==> src/design/isc_pkg.sv <==
// Purpose: shared constants and types of the i2c slave controller with interrupt enables
// Assumes: 100 MHz pclk, 32-bit apb data, byte-addressed word registers
// Notes:   every offset, field position, reset value and timing count lives here
`default_nettype none
package isc_pkg;

  ////////////////////////////////////////////////////////////////////////////////
  // bus and register map
  localparam int unsigned APB_AW   = 8;
  localparam logic [7:0]  OFS_CTRL = 8'h00;  // slave_control_reg
  localparam logic [7:0]  OFS_ADDR = 8'h04;  // slave_address_reg
  localparam logic [7:0]  OFS_STAT = 8'h08;  // sticky event flags, write one to clear
  localparam logic [7:0]  OFS_DATA = 8'h0c;  // read: received byte, write: byte to send
  localparam logic [7:0]  OFS_MASK = 8'h10;  // enables in flag layout, alias of ctrl bits

  localparam logic [7:0]  CTRL_RST = 8'h00;
  localparam logic [7:0]  ADDR_RST = 8'h00;
  localparam logic [7:0]  DATA_RST = 8'h00;

  ////////////////////////////////////////////////////////////////////////////////
  // control fields
  localparam int unsigned CTRL_SRST    = 7;  // slave_soft_reset
  localparam int unsigned CTRL_EN_LSB  = 2;  // enables occupy ctrl[6:2] in flag order
  localparam int unsigned CTRL_STRETCH = 1;  // clock_stretch_enable
  localparam int unsigned CTRL_FILT    = 0;  // input noise filter enable
  localparam int unsigned ADDR_EN_BIT  = 7;  // slave address enable

  ////////////////////////////////////////////////////////////////////////////////
  // event flags (status and mask layout)
  localparam int unsigned FLG_N       = 5;
  localparam int unsigned FLG_ADDR    = 4;   // addr_match_flag
  localparam int unsigned FLG_STOP    = 3;   // stop_seen_flag
  localparam int unsigned FLG_RESTART = 2;   // restart_seen_flag
  localparam int unsigned FLG_TX      = 1;   // tx_byte_flag
  localparam int unsigned FLG_RX      = 0;   // rx_byte_flag
  localparam int unsigned STAT_XMT    = 5;   // transmit direction, read only
  localparam logic [4:0]  FLG_RST     = 5'h00;

  ////////////////////////////////////////////////////////////////////////////////
  // timing
  localparam int unsigned CLK_MHZ  = 100;
  localparam int unsigned FILT_NS  = 50;
  localparam int unsigned FILT_CYC = (FILT_NS * CLK_MHZ) / 1000;

  ////////////////////////////////////////////////////////////////////////////////
  // slave sequencer states
  typedef enum logic [9:0] {
    ST_IDLE  = 10'h001,
    ST_ADDR  = 10'h002,
    ST_AACK  = 10'h004,
    ST_RX    = 10'h008,
    ST_RSTR  = 10'h010,
    ST_RACK  = 10'h020,
    ST_RNACK = 10'h040,
    ST_TLOAD = 10'h080,
    ST_TX    = 10'h100,
    ST_TACK  = 10'h200
  } isc_state_e;

endpackage
`default_nettype wire

==> src/design/isc_irq_if.sv <==
// Purpose: carries event pulses, clears, enables and flag state between top and flag bank
// Assumes: single pclk domain
// Notes:   set and clr are one-cycle pulses per flag bit
`timescale 1ns/10ps
`default_nettype none
interface isc_irq_if;
  logic [isc_pkg::FLG_N-1:0] set;
  logic [isc_pkg::FLG_N-1:0] clr;
  logic [isc_pkg::FLG_N-1:0] mask;
  logic [isc_pkg::FLG_N-1:0] flags;
  logic                      irq;

  modport ctrl (output set, output clr, output mask, input flags, input irq);
  modport bank (input set, input clr, input mask, output flags, output irq);
endinterface
`default_nettype wire

==> src/design/isc_pin_sync.sv <==
// Purpose: two-stage synchroniser with optional glitch filter for one bus line
// Assumes: pin idles high (pulled up open-drain line)
// Notes:   filter adds FILT_CYC-1 cycles of latency while enabled
`timescale 1ns/10ps
`default_nettype none
module isc_pin_sync #(
  parameter int unsigned FILT_W   = 3,
  parameter int unsigned FILT_CYC = isc_pkg::FILT_CYC
) (
  // clock and reset
  input  wire logic clk,
  input  wire logic rst_n,
  // line
  input  wire logic pin,
  input  wire logic filt_en,
  output logic      level
);

  typedef struct packed {
    logic              s1;
    logic              s2;
    logic              lvl;
    logic [FILT_W-1:0] cnt;
  } isc_sync_s;

  isc_sync_s r;
  isc_sync_s next_r;

  ////////////////////////////////////////////////////////////////////////////////
  // only s2 looks at s1; the filter needs a level stable for the whole window
  always_comb begin
    next_r    = r;
    next_r.s1 = pin;
    next_r.s2 = r.s1;
    if (!filt_en) begin
      next_r.lvl = r.s2;
      next_r.cnt = '0;
    end else if (r.s2 == r.lvl) begin
      next_r.cnt = '0;
    end else if (r.cnt == FILT_W'(FILT_CYC - 1)) begin
      next_r.lvl = r.s2;
      next_r.cnt = '0;
    end else begin
      next_r.cnt = r.cnt + FILT_W'(1);
    end
  end

  // idle-high reset so no false start is seen after release
  always_ff @(posedge clk or negedge rst_n) begin
    if (!rst_n) begin
      r <= '{s1: 1'b1, s2: 1'b1, lvl: 1'b1, cnt: '0};
    end else begin
      r <= next_r;
    end
  end

  assign level = r.lvl;

endmodule
`default_nettype wire

==> src/design/isc_irq_flags.sv <==
// Purpose: sticky event flags and masked interrupt level
// Assumes: set and clr pulses come from the same clock domain
// Notes:   a set in the cycle of a clear wins, so no event is lost
`timescale 1ns/10ps
`default_nettype none
module isc_irq_flags (
  // clock and reset
  input  wire logic clk,
  input  wire logic rst_n,
  // flag traffic
  isc_irq_if.bank   bus
);

  typedef struct packed {
    logic [isc_pkg::FLG_N-1:0] flags;
  } isc_flags_s;

  isc_flags_s r;
  isc_flags_s next_r;

  ////////////////////////////////////////////////////////////////////////////////
  // set has priority over clear
  always_comb begin
    next_r       = r;
    next_r.flags = (r.flags & ~bus.clr) | bus.set;
  end

  always_ff @(posedge clk or negedge rst_n) begin
    if (!rst_n) begin
      r <= '{flags: isc_pkg::FLG_RST};
    end else begin
      r <= next_r;
    end
  end

  // level stays high until every enabled flag is cleared
  assign bus.flags = r.flags;
  assign bus.irq   = |(r.flags & bus.mask);

endmodule
`default_nettype wire

==> src/design/isc_slave_top.sv <==
// Purpose: apb-controlled i2c slave with soft reset, per-event interrupt enables and stretching
// Assumes: scl and sda are open-drain lines; out pins are always zero, oe pulls the line low
// Notes:   zero-wait apb slave; read data captured in the setup cycle
//
// Behaviour
// - while soft reset is set, all sequencer state stays in reset, lines released.
// - writing one to soft reset clears the slave address and its enable.
// - address-match flag drives interrupt when its enable is set.
// - stop flag drives interrupt when its enable is set.
// - repeated-start flag drives interrupt when its enable is set.
// - transmit-byte flag drives interrupt when its enable is set.
// - receive-byte flag drives interrupt when its enable is set.
// - byte arrives with receive flag set: stretch if enabled, else NACK.
// - a stretched receive releases the clock once software clears the receive flag.
// - transmit with flag uncleared: stretch if enabled, else resend the old byte.
//
// The register addresses and the APB register port are this design's own decisions.
`timescale 1ns/10ps
`default_nettype none
module isc_slave_top (
  // clock and reset
  input  wire logic                         pclk,
  input  wire logic                         presetn,
  // apb slave
  input  wire logic [isc_pkg::APB_AW-1:0]   paddr,
  input  wire logic                         psel,
  input  wire logic                         penable,
  input  wire logic                         pwrite,
  input  wire logic [31:0]                  pwdata,
  output logic      [31:0]                  prdata,
  output logic                              pready,
  output logic                              pslverr,
  // i2c lines
  input  wire logic                         scl_in,
  output logic                              scl_out,
  output logic                              scl_oe,
  input  wire logic                         sda_in,
  output logic                              sda_out,
  output logic                              sda_oe,
  // interrupt
  output logic                              irq
);

  typedef struct packed {
    logic [7:0]          ctrl;
    logic [7:0]          addr;
    logic [7:0]          rx_data;
    logic [7:0]          tx_data;
    logic [7:0]          shift;
    logic [3:0]          cnt;
    isc_pkg::isc_state_e state;
    logic                xmt;
    logic                active;
    logic                sda_oe;
    logic                scl_oe;
    logic                scl_d;
    logic                sda_d;
    logic [31:0]         prdata;
  } isc_top_s;

  isc_top_s r;
  isc_top_s next_r;

  isc_irq_if irq_bus ();

  logic                      scl_l;
  logic                      sda_l;
  logic                      acc;
  logic                      wr_en;
  logic                      hit;
  logic                      scl_rise;
  logic                      scl_fall;
  logic                      start_c;
  logic                      stop_c;
  logic                      rx_full;
  logic                      tx_stale;
  logic                      stretch_en;
  logic [31:0]               rd_mux;
  logic [isc_pkg::FLG_N-1:0] ev_set;
  logic [isc_pkg::FLG_N-1:0] ev_clr;

  ////////////////////////////////////////////////////////////////////////////////
  // line synchronisers, filter steered by the control register
  isc_pin_sync #(
    .FILT_W   (3),
    .FILT_CYC (isc_pkg::FILT_CYC)
  ) u_scl_sync (
    .clk     (pclk),
    .rst_n   (presetn),
    .pin     (scl_in),
    .filt_en (r.ctrl[isc_pkg::CTRL_FILT]),
    .level   (scl_l)
  );

  isc_pin_sync #(
    .FILT_W   (3),
    .FILT_CYC (isc_pkg::FILT_CYC)
  ) u_sda_sync (
    .clk     (pclk),
    .rst_n   (presetn),
    .pin     (sda_in),
    .filt_en (r.ctrl[isc_pkg::CTRL_FILT]),
    .level   (sda_l)
  );

  isc_irq_flags u_flags (
    .clk   (pclk),
    .rst_n (presetn),
    .bus   (irq_bus.bank)
  );

  ////////////////////////////////////////////////////////////////////////////////
  // apb decode and bus conditions
  assign acc        = psel & penable;
  assign wr_en      = acc & pwrite;
  assign hit        = (paddr == isc_pkg::OFS_CTRL) | (paddr == isc_pkg::OFS_ADDR) |
                      (paddr == isc_pkg::OFS_STAT) | (paddr == isc_pkg::OFS_DATA) |
                      (paddr == isc_pkg::OFS_MASK);
  assign scl_rise   = scl_l & ~r.scl_d;
  assign scl_fall   = ~scl_l & r.scl_d;
  assign start_c    = r.scl_d & scl_l & r.sda_d & ~sda_l;
  assign stop_c     = r.scl_d & scl_l & ~r.sda_d & sda_l;
  assign rx_full    = irq_bus.flags[isc_pkg::FLG_RX];
  assign tx_stale   = irq_bus.flags[isc_pkg::FLG_TX];
  assign stretch_en = r.ctrl[isc_pkg::CTRL_STRETCH];

  // read view; reserved bits read as zero
  always_comb begin
    rd_mux = 32'h0000_0000;
    case (paddr)
      isc_pkg::OFS_CTRL: rd_mux[7:0] = r.ctrl;
      isc_pkg::OFS_ADDR: rd_mux[7:0] = r.addr;
      isc_pkg::OFS_STAT: begin
        rd_mux[isc_pkg::FLG_N-1:0] = irq_bus.flags;
        rd_mux[isc_pkg::STAT_XMT]  = r.xmt;
      end
      isc_pkg::OFS_DATA: rd_mux[7:0] = r.rx_data;
      isc_pkg::OFS_MASK: rd_mux[isc_pkg::FLG_N-1:0] = r.ctrl[isc_pkg::CTRL_EN_LSB +: isc_pkg::FLG_N];
      default:           rd_mux = 32'h0000_0000;
    endcase
  end

  // write-one-to-clear on status; writing a new byte also retires the transmit flag
  always_comb begin
    ev_clr = '0;
    if (wr_en && paddr == isc_pkg::OFS_STAT) begin
      ev_clr = pwdata[isc_pkg::FLG_N-1:0];
    end
    if (wr_en && paddr == isc_pkg::OFS_DATA) begin
      ev_clr[isc_pkg::FLG_TX] = 1'b1;
    end
  end

  ////////////////////////////////////////////////////////////////////////////////
  // register file and slave sequencer
  always_comb begin
    next_r       = r;
    ev_set       = '0;
    next_r.scl_d = scl_l;
    next_r.sda_d = sda_l;

    // capture read data in the setup cycle so prdata is a flop at the access edge
    if (psel && !penable) begin
      next_r.prdata = rd_mux;
    end

    if (wr_en) begin
      case (paddr)
        isc_pkg::OFS_CTRL: begin
          next_r.ctrl = pwdata[7:0];
          if (pwdata[isc_pkg::CTRL_SRST]) begin
            next_r.addr = isc_pkg::ADDR_RST;
          end
        end
        isc_pkg::OFS_ADDR: next_r.addr = pwdata[7:0];
        isc_pkg::OFS_DATA: next_r.tx_data = pwdata[7:0];
        isc_pkg::OFS_MASK: next_r.ctrl[isc_pkg::CTRL_EN_LSB +: isc_pkg::FLG_N] = pwdata[isc_pkg::FLG_N-1:0];
        default: ;
      endcase
    end

    if (r.ctrl[isc_pkg::CTRL_SRST]) begin
      // held in reset; both lines released so the bus is never hung by software
      next_r.state  = isc_pkg::ST_IDLE;
      next_r.cnt    = 4'h0;
      next_r.shift  = 8'h00;
      next_r.xmt    = 1'b0;
      next_r.active = 1'b0;
      next_r.sda_oe = 1'b0;
      next_r.scl_oe = 1'b0;
    end else if (start_c) begin
      if (r.active) begin
        ev_set[isc_pkg::FLG_RESTART] = 1'b1;
      end
      next_r.state  = isc_pkg::ST_ADDR;
      next_r.cnt    = 4'h0;
      next_r.sda_oe = 1'b0;
      next_r.scl_oe = 1'b0;
    end else if (stop_c) begin
      if (r.active) begin
        ev_set[isc_pkg::FLG_STOP] = 1'b1;
      end
      next_r.state  = isc_pkg::ST_IDLE;
      next_r.active = 1'b0;
      next_r.sda_oe = 1'b0;
      next_r.scl_oe = 1'b0;
    end else begin
      case (r.state)
        isc_pkg::ST_IDLE: begin
          next_r.sda_oe = 1'b0;
          next_r.scl_oe = 1'b0;
        end
        isc_pkg::ST_ADDR: begin
          if (scl_rise) begin
            next_r.shift = {r.shift[6:0], sda_l};
            next_r.cnt   = r.cnt + 4'h1;
          end else if (scl_fall && r.cnt == 4'h8) begin
            if (r.addr[isc_pkg::ADDR_EN_BIT] && r.addr[6:0] == r.shift[7:1]) begin
              ev_set[isc_pkg::FLG_ADDR] = 1'b1;
              next_r.xmt    = r.shift[0];
              next_r.active = 1'b1;
              next_r.sda_oe = 1'b1;
              next_r.state  = isc_pkg::ST_AACK;
            end else begin
              next_r.active = 1'b0;
              next_r.state  = isc_pkg::ST_IDLE;
            end
          end
        end
        isc_pkg::ST_AACK: begin
          if (scl_fall) begin
            next_r.sda_oe = 1'b0;
            next_r.cnt    = 4'h0;
            next_r.state  = r.xmt ? isc_pkg::ST_TLOAD : isc_pkg::ST_RX;
          end
        end
        isc_pkg::ST_RX: begin
          if (scl_rise) begin
            next_r.shift = {r.shift[6:0], sda_l};
            next_r.cnt   = r.cnt + 4'h1;
          end else if (scl_fall && r.cnt == 4'h8) begin
            if (!rx_full) begin
              next_r.rx_data          = r.shift;
              ev_set[isc_pkg::FLG_RX] = 1'b1;
              next_r.sda_oe           = 1'b1;
              next_r.state            = isc_pkg::ST_RACK;
            end else if (stretch_en) begin
              next_r.scl_oe = 1'b1;
              next_r.state  = isc_pkg::ST_RSTR;
            end else begin
              next_r.state  = isc_pkg::ST_RNACK;
            end
          end
        end
        isc_pkg::ST_RSTR: begin
          // scl stays low until software drains the previous byte
          if (!rx_full) begin
            next_r.rx_data          = r.shift;
            ev_set[isc_pkg::FLG_RX] = 1'b1;
            next_r.sda_oe           = 1'b1;
            next_r.scl_oe           = 1'b0;
            next_r.state            = isc_pkg::ST_RACK;
          end
        end
        isc_pkg::ST_RACK, isc_pkg::ST_RNACK: begin
          if (scl_fall) begin
            next_r.sda_oe = 1'b0;
            next_r.cnt    = 4'h0;
            next_r.state  = isc_pkg::ST_RX;
          end
        end
        isc_pkg::ST_TLOAD: begin
          if (tx_stale && stretch_en) begin
            next_r.scl_oe = 1'b1;
          end else begin
            // without stretching a stale byte goes out again: data corruption by design
            next_r.scl_oe           = 1'b0;
            next_r.shift            = r.tx_data;
            ev_set[isc_pkg::FLG_TX] = 1'b1;
            next_r.sda_oe           = ~r.tx_data[7];
            next_r.cnt              = 4'h0;
            next_r.state            = isc_pkg::ST_TX;
          end
        end
        isc_pkg::ST_TX: begin
          if (scl_fall) begin
            next_r.cnt = r.cnt + 4'h1;
            if (r.cnt == 4'h7) begin
              next_r.sda_oe = 1'b0;
              next_r.state  = isc_pkg::ST_TACK;
            end else begin
              next_r.shift  = {r.shift[6:0], 1'b0};
              next_r.sda_oe = ~r.shift[6];
            end
          end
        end
        isc_pkg::ST_TACK: begin
          // master nack ends the read; line stays free for stop or repeated start
          if (scl_rise && sda_l) begin
            next_r.state = isc_pkg::ST_IDLE;
          end else if (scl_fall) begin
            next_r.state = isc_pkg::ST_TLOAD;
          end
        end
        default: begin
          next_r.state  = isc_pkg::ST_IDLE;
          next_r.sda_oe = 1'b0;
          next_r.scl_oe = 1'b0;
        end
      endcase
    end
  end

  always_ff @(posedge pclk or negedge presetn) begin
    if (!presetn) begin
      r <= '{ctrl: isc_pkg::CTRL_RST, addr: isc_pkg::ADDR_RST, rx_data: isc_pkg::DATA_RST,
             tx_data: isc_pkg::DATA_RST, shift: 8'h00, cnt: 4'h0, state: isc_pkg::ST_IDLE,
             xmt: 1'b0, active: 1'b0, sda_oe: 1'b0, scl_oe: 1'b0, scl_d: 1'b1, sda_d: 1'b1,
             prdata: 32'h0000_0000};
    end else begin
      r <= next_r;
    end
  end

  ////////////////////////////////////////////////////////////////////////////////
  // outputs
  assign irq_bus.set  = ev_set;
  assign irq_bus.clr  = ev_clr;
  assign irq_bus.mask = r.ctrl[isc_pkg::CTRL_EN_LSB +: isc_pkg::FLG_N];
  assign irq          = irq_bus.irq;
  assign prdata       = r.prdata;
  assign pready       = 1'b1;              // zero-wait slave
  assign pslverr      = acc & ~hit;        // unmapped address
  assign scl_out      = 1'b0;              // open drain: only the enable matters
  assign sda_out      = 1'b0;
  assign scl_oe       = r.scl_oe;
  assign sda_oe       = r.sda_oe;

endmodule
`default_nettype wire

==> config.mk <==
export PLATFORM = sky130hd
export DESIGN_NAME = isc_slave_top
export DESIGN_NICKNAME = d
export VERILOG_FILES = /design/src/design/isc_pkg.sv /design/src/design/isc_irq_if.sv /design/src/design/isc_pin_sync.sv /design/src/design/isc_irq_flags.sv /design/src/design/isc_slave_top.sv
export SDC_FILE = /design/constraint.sdc
export NUM_CORES = 1
export LEC_CHECK = 0
export BUFFER_PORTS_ARGS = -buffer_cell sky130_fd_sc_hd__buf_2
export CAP_MARGIN = 20
export CELL_PAD_IN_SITES_DETAIL_PLACEMENT = 1
export CELL_PAD_IN_SITES_GLOBAL_PLACEMENT = 1
export CORE_MARGIN = 1
export CORE_UTILIZATION = 46
export DETAILED_ROUTE_END_ITERATION = 8
export PLACE_DENSITY_LB_ADDON = 0.1
export SYNTH_ARGS = -nofsm -noshare
export SYNTH_HDL_FRONTEND = slang
export SYNTH_SLANG_ARGS = --single-unit
export TNS_END_PERCENT = 20
==> constraint.sdc <==
create_clock -name pclk -period 3.27 [get_ports pclk]
set_input_delay 0.4905 -clock pclk [delete_from_list [all_inputs] [get_ports pclk]]
set_output_delay 0.4905 -clock pclk [all_outputs]
set_load 0.02 [all_outputs]
## Word-level counts from Yosys, hierarchy flattened

Cells that the tools add are included.

| cells by class | value |
|---|---|
| $add $sub $neg | 3 |
| equality and inequality tests | 61 |
| mux-type cells | 86 |
| bitwise operators | 28 |
| reductions and logical operators | 38 |

Operator list:

| operator | count |
|---|---|
| $pmux W10 S9 | 1 |
| $mux W10 | 8 |
| $ne A5 B5 Y1 const B | 13 |
| $mux W8 | 7 |
| $mux W22 | 2 |
| $mux W14 | 3 |
| $pmux W8 S2 | 2 |
| $mux W1 | 29 |
| $mux W13 | 2 |
| $mux W26 | 1 |
| $pmux W5 S5 | 1 |
| $mux W12 | 2 |
| $ne A4 B4 Y1 const B | 6 |
| $pmux W8 S3 | 1 |
| $pmux W4 S5 | 1 |
| $mux W2 | 9 |
| $mux W3 | 6 |
| $reduce_and A6 Y1 | 3 |
| $eq A8 B4 Y1 const B | 2 |
| $ne A2 B2 Y1 const B | 8 |
| $reduce_and A7 Y1 | 2 |
| $ne A3 B3 Y1 const B | 4 |
| $reduce_and A12 Y1 | 1 |
| $reduce_bool A2 Y1 | 6 |
| 54 further kinds | 96 |

| storage, ports and cells | value |
|---|---|
| register bits | 85 |
| bits of input ports | 47 |
| output and inout bits | 39 |
| logic and storage cells | 240 |

## Logic depth before layout (Yosys ltp)

| depth | value |
|---|---|
| depth after elaboration | 10 |
| depth in mapped cells | 10 |
| mapped depth without buffers | 8 |

## Hierarchy

From an unflattened synthesis, not the netlist that was laid out.

| unflattened totals | value |
|---|---|
| cell total of the unflattened synthesis | 510 |
| area total of the unflattened synthesis | 4932.2 sq um |

Modules (own cells, without submodules):

| module | times used | cells an instance | area each (sq um) | sequential area each (sq um) |
|---|---|---|---|---|
| isc_slave_top | 1 | 452 | 4194.0 | 1705.4 |
| isc_pin_sync | 2 | 20 | 267.8 | 153.9 |
| isc_irq_flags | 1 | 18 | 202.7 | 125.1 |

## Least setup slack after synthesis

No wires, ideal clock.

| path | value |
|---|---|
| path type | register to register |
| start | register r[43] in the netlist's numbering |
| end | register r[51] in the netlist's numbering |
| library setup time | 0.081 ns |
| arrival | 2.147 ns |
| slack | 1.042 ns |
| stages on the path, launching flop included | 8 |
| path buffers | 0 |
| period minus slack after synthesis | 2.228 ns |
| cells stage by stage | dfrtp_1 -> or4_4 -> nor4b_4 -> nand2_2 -> nand3_2 -> o22ai_2 -> or4_1 -> o211ai_2 |

| on the way | value |
|---|---|
| cells in the longest elaborated chain, start to end | 6 |
| elaborated cells between the ends (all ways) | 20 |
| classes of those cells | eq/ne (12); mux (4); reduce/logical (4) |

Ends and longest elaborated chain:

| what | line | source |
|---|---|---|
| from (decl) | isc_slave_top.sv:61 | `isc_top_s r;` |
| from (signal assigned) | isc_slave_top.sv:316 | `r <= '{ctrl: isc_pkg::CTRL_RST, addr: isc_pkg::ADDR_RST, rx_data: isc_pkg::DATA_RST,` |
| from (signal assigned) | isc_slave_top.sv:321 | `r <= next_r;` |
| $eq A10 B6 Y1, or another cell as far along | isc_slave_top.sv:208 | `case (r.state)` |
| $reduce_or A2 Y1, on equally long branches | n/a |  |
| $pmux W4 S5 | isc_slave_top.sv:208 |  |
| $mux W12 | isc_slave_top.sv:199 | `end else if (stop_c) begin` |
| $mux W14 | isc_slave_top.sv:191 | `end else if (start_c) begin` |
| $mux W26 | isc_slave_top.sv:182 | `if (r.ctrl[isc_pkg::CTRL_SRST]) begin` |

Several ways; a longest one is shown, not always the timed one. The select of a mux whose other input is x is not followed.
A chain may end at the register's enable or synchronous reset.

## Worst setup path after layout

| path | value |
|---|---|
| start | register r[43] in the netlist's numbering |
| end | register r (netlist bit scl_oe) |

| on the way | value |
|---|---|
| cells in the longest elaborated chain, start to end | 6 |
| elaborated cells between the ends (all ways) | 21 |
| classes of those cells | eq/ne (15); mux (4); reduce/logical (2) |

Ends and longest elaborated chain:

| what | line |
|---|---|
| $eq A10 B10 Y1, or another cell as far along | isc_slave_top.sv:208 |
| $reduce_or A6 Y1 (no source line) | n/a |
| $pmux W1 S4 | isc_slave_top.sv:208 |
| $mux W3 | isc_slave_top.sv:199 |
| $mux W2 | isc_slave_top.sv:191 |
| $mux W26 | isc_slave_top.sv:182 |

Several ways; a longest one is shown, not always the timed one.

==> impl_summary.md <==
Placed design
In this run the tool buffered the top-level ports with 34 buffer cells. The congestion estimate from routability-driven global placement came to 0.877. After detailed placement, the total cell area comes to 4990 µm². The HPWL reported at the end of detailed placement is 9.49 mm.

STA
The fmax is 368 MHz. Of the available clock period, the critical path in the final layout requires 0.830. The number of hold violations in the final report is 0. Setup repair after global routing left no endpoint under its margin. The number of max-slew violations in the final report came to 0. The smallest clock period supported by the final layout is computed as 2.71 ns. The relative max-transition margin is 0.538. At the pin with the least slew margin, the transition time is 0.692 ns.

Setup violations remaining at the end of the flow were counted as 0. In the final timing run, aggregate negative setup slack is 0 ns. The worst clock skew is 0.0128 ns.

Synth
The synthesized netlist occupies a cell area of 4840 µm². The number of enable flip-flop cells after synthesis is 0. Yosys instantiated no cell more often than sky130_fd_sc_hd__nand2_1. Yosys mapped the design onto 64 distinct sky130hd cell types. Yosys attributes the largest share of cell area to sky130_fd_sc_hd__dfrtp_1 (39%), sky130_fd_sc_hd__nand2_1 (7.7%), sky130_fd_sc_hd__mux2_2 (6.3%), sky130_fd_sc_hd__buf_4 (5.4%), sky130_fd_sc_hd__dfstp_2 (4.9%).

The dominant combinational cell family by area after synthesis is simple AND/OR/NAND/NOR gates. The number of synthesized register bits is 85. The share of synthesized area in the top cell type comes to 0.393. The most common flop cell mapped by yosys is sky130_fd_sc_hd__dfrtp_1. Of all flip-flops after synthesis, the portion carrying an async set or reset was 1.00.

The total of warnings raised by yosys is 0. Of the total synthesized cell area, the portion taken by XOR and XNOR cells is 0.0235. The synthesized area per cell is 9.25 µm².

The cell count after synthesis came out at 523. Of the total synthesized cell area, the portion taken by full adders, half adders and majority gates is 0.0155. The biggest area consumer among synthesized cells is sky130_fd_sc_hd__dfrtp_1. The portion of netlist area occupied by mux cells is 0.102. The sequential fraction of the synthesis area is 0.442. Ranked by instance count, the synthesized netlist is headed by sky130_fd_sc_hd__nand2_1 (99), sky130_fd_sc_hd__dfrtp_1 (76), sky130_fd_sc_hd__nor2_1 (40). The area fraction in compound gates after synthesis is 0.133. The area share of and/or/nand/nor cells after synthesis is 0.202.

Power and ir drop
The worst voltage drop across the vdd grid is 0.264 mV. The power per standard cell area is 368 nW/µm². The analysis attributes to cell leakage a power of 2.37 nW.

Final layout
The number of antenna repair diodes is 0. The signed area change from the synthesized netlist to the final layout is 6.49%. The finished cells cover 5150 µm².

The fraction of layout cells with a size suffix above 1 is 0.187. The post-layout net count is 599.

CTS
The number of post-CTS setup repair buffers is 0. The number of gates resized after cts is 0. The CTS tree is built. The clock passes through at most 2 buffers.

In this run the number of H-tree levels came out at 3. The source-to-sink clock delay at the later pin of the worst-skew pair is 0.36 ns. After clock tree synthesis, the clock-pin slew on the worst setup and hold paths is 0.08 ns. The number of hold buffers added after CTS was 0.

The CTS root buffer is sky130_fd_sc_hd__clkbuf_8. The number of clock buffers inserted by TritonCTS is 9. The clock drives 85 sinks.

Global route
The initial antenna violation count is 0. The pin count of the biggest net entering global routing is 42. The first global-routing pass estimated 21.1 mm of wire. In the global route stage, overall resource usage came out at 0.250.

Global routing finished with a remaining overflow of 0. The number of global-route vias before repair is 3882.

Worst setup path
The setup path with the least slack is of type flop to flop. Data on the critical path is required at its endpoint by 3.52 ns. The highest net fanout along the worst path is 7. The worst endpoint data arrival time is 2.96 ns. The kind of capture point of the worst setup path is a flop. The sort of element at the start of the critical path is a flop.

Detailed routing
The number of vias per cell is 5.54. After detailed routing, the number of remaining DRC violations is 0. The via count of the routed design is 3800. After the first detailed-routing iteration, the DRC count stood at 188. The first TritonRoute pass finished after 5 iterations. After detailed routing, the average wire length per cell comes to 18.5 µm. In this run the remaining antenna-violating nets after routing total 0. The routed design has 12.7 mm of wire.

Floorplan
The number of top-level pins is 86. The die boundary width is 105 µm. The die covers 10900 µm². The initial utilization of the core area, before any placement, comes to 0.471. The initialized floorplan defines 37 standard-cell rows. The total area inside the core boundary comes to 10300 µm².

Measured along the y axis, the die boundary spans 105 µm.

Job
The number of max-capacitance violations reported is 0.

Min path
The worst hold-check path type is input port to async pin.

Run status
The flow ran to the end, and the final reports show no timing, DRC or antenna violations.
==> worst paths after layout <==
check	to	cells past startpoint	startpoint	slack [ns]
worst max-delay path	scl_oe	7	r[43]	0.56
worst min-delay path	r[40]	1	presetn	0.12
worst max register to register	scl_oe	7	r[43]	0.56
worst min register to register	u_sda_sync.r[4]	0	u_sda_sync.next_r[4]	0.36
max in group asynchronous	u_scl_sync.next_r[4]	2	presetn	2.40
min in group pclk	u_sda_sync.next_r[4]	1	sda_in	0.23
==> area by class of cell <==
class	instances	area, µm²
timing repair buffer	43	240
inverter	11	41.3
multi-input combinational	396	2400
clock buffer	12	135
clock inverter	3	23.8
tap	136	170
sequential	85	2140
fill	1248	5130
==> per-layer routing <==
layer,GRT usage,vias up,routed length [µm]
li1,-,1818,-
met1,0.365,1886,6150
met2,0.384,85,5860
met3,0.0343,11,563
met4,0.0765,0,123
met5,0,-,0
==> stage by stage <==
stage | setup WS, ns | hold WS (ns) | instances | utilization | total power [mW]
final | 0.555 | 0.121 | 686 | 0.501 | 1.90
after global routing | 0.358 | 0.150 | 686 | 0.501 | 1.98
after CTS | 0.561 | 0.125 | 686 | 0.501 | 1.92
after detailed placement | 0.584 | 0.350 | 671 | 0.486 | 1.26
after global placement | 0.613 | 0.346 | 671 | 0.486 | 1.25
after floorplan | 1.04 | 0.195 | 548 | - | 1.21
==> kinds of logic after synthesis <==
family	count (synthesis)
flops	85
other cells	2
xor+xnor	13
mux	46
buf+inv	67
simple gates	208
compound gates	96
fa+ha+maj	6
==> flip-flops by register name (all words and copies together) (netlist names) <==
| signal | cells |
|---|---|
| irq_bus.mask | 5 |
| prdata | 8 |
| r | 53 |
| scl_oe | 1 |
| sda_oe | 1 |
| u_flags.bus.flags | 5 |
| u_scl_sync.level | 1 |
| u_scl_sync.next_r | 1 |
| u_scl_sync.r | 4 |
| u_sda_sync.level | 1 |
| u_sda_sync.next_r | 1 |
| u_sda_sync.r | 4 |
==> layout by cell type (no fill, tap or decap), drive strengths merged, types with 3 or more instances in the layout <==
| master | synthesis | layout |
|---|---|---|
| nand3 | 17 | 17 |
| dfrtp | 76 | 76 |
| ha | 6 | 6 |
| clkbuf | 14 | 12 |
| inv | 11 | 11 |
| mux2 | 27 | 27 |
| xnor2 | 9 | 9 |
| a21oi | 18 | 18 |
| o21ai | 34 | 34 |
| conb | 2 | 27 |
| o31ai | 3 | 3 |
| nand2b | 4 | 4 |
| mux2i | 19 | 19 |
| o22a | 5 | 5 |
| nand2 | 100 | 100 |
| nand4 | 10 | 10 |
| and3 | 5 | 5 |
| nor2 | 40 | 40 |
| buf | 42 | 43 |
| a211oi | 3 | 3 |
| xor2 | 4 | 4 |
| nor3b | 3 | 3 |
| nor3 | 10 | 10 |
| and2 | 5 | 5 |
| dfstp | 9 | 9 |
| or4 | 4 | 4 |
| a22oi | 8 | 8 |
==> power breakdown <==
part	internal (mW)	leakage, nW	total, mW	switching, mW
Clock	0.275	0.0727	0.659	0.384
Sequential	1.07	1.13	1.08	0.0167
Combinational	0.0424	1.17	0.152	0.110
Total	1.38	2.37	1.90	0.511
==> critical path: stages (launching register included) <==
cell and delay (ns):
sky130_fd_sc_hd__dfrtp_1 0.46, sky130_fd_sc_hd__nor4_2 0.65, sky130_fd_sc_hd__nand4_1 0.25, sky130_fd_sc_hd__a221oi_1 0.40
sky130_fd_sc_hd__a311oi_2 0.11, sky130_fd_sc_hd__nand4_1 0.31, sky130_fd_sc_hd__a211oi_1 0.13, sky130_fd_sc_hd__o221a_2 0.28
Power figures use the tool's default switching activity.
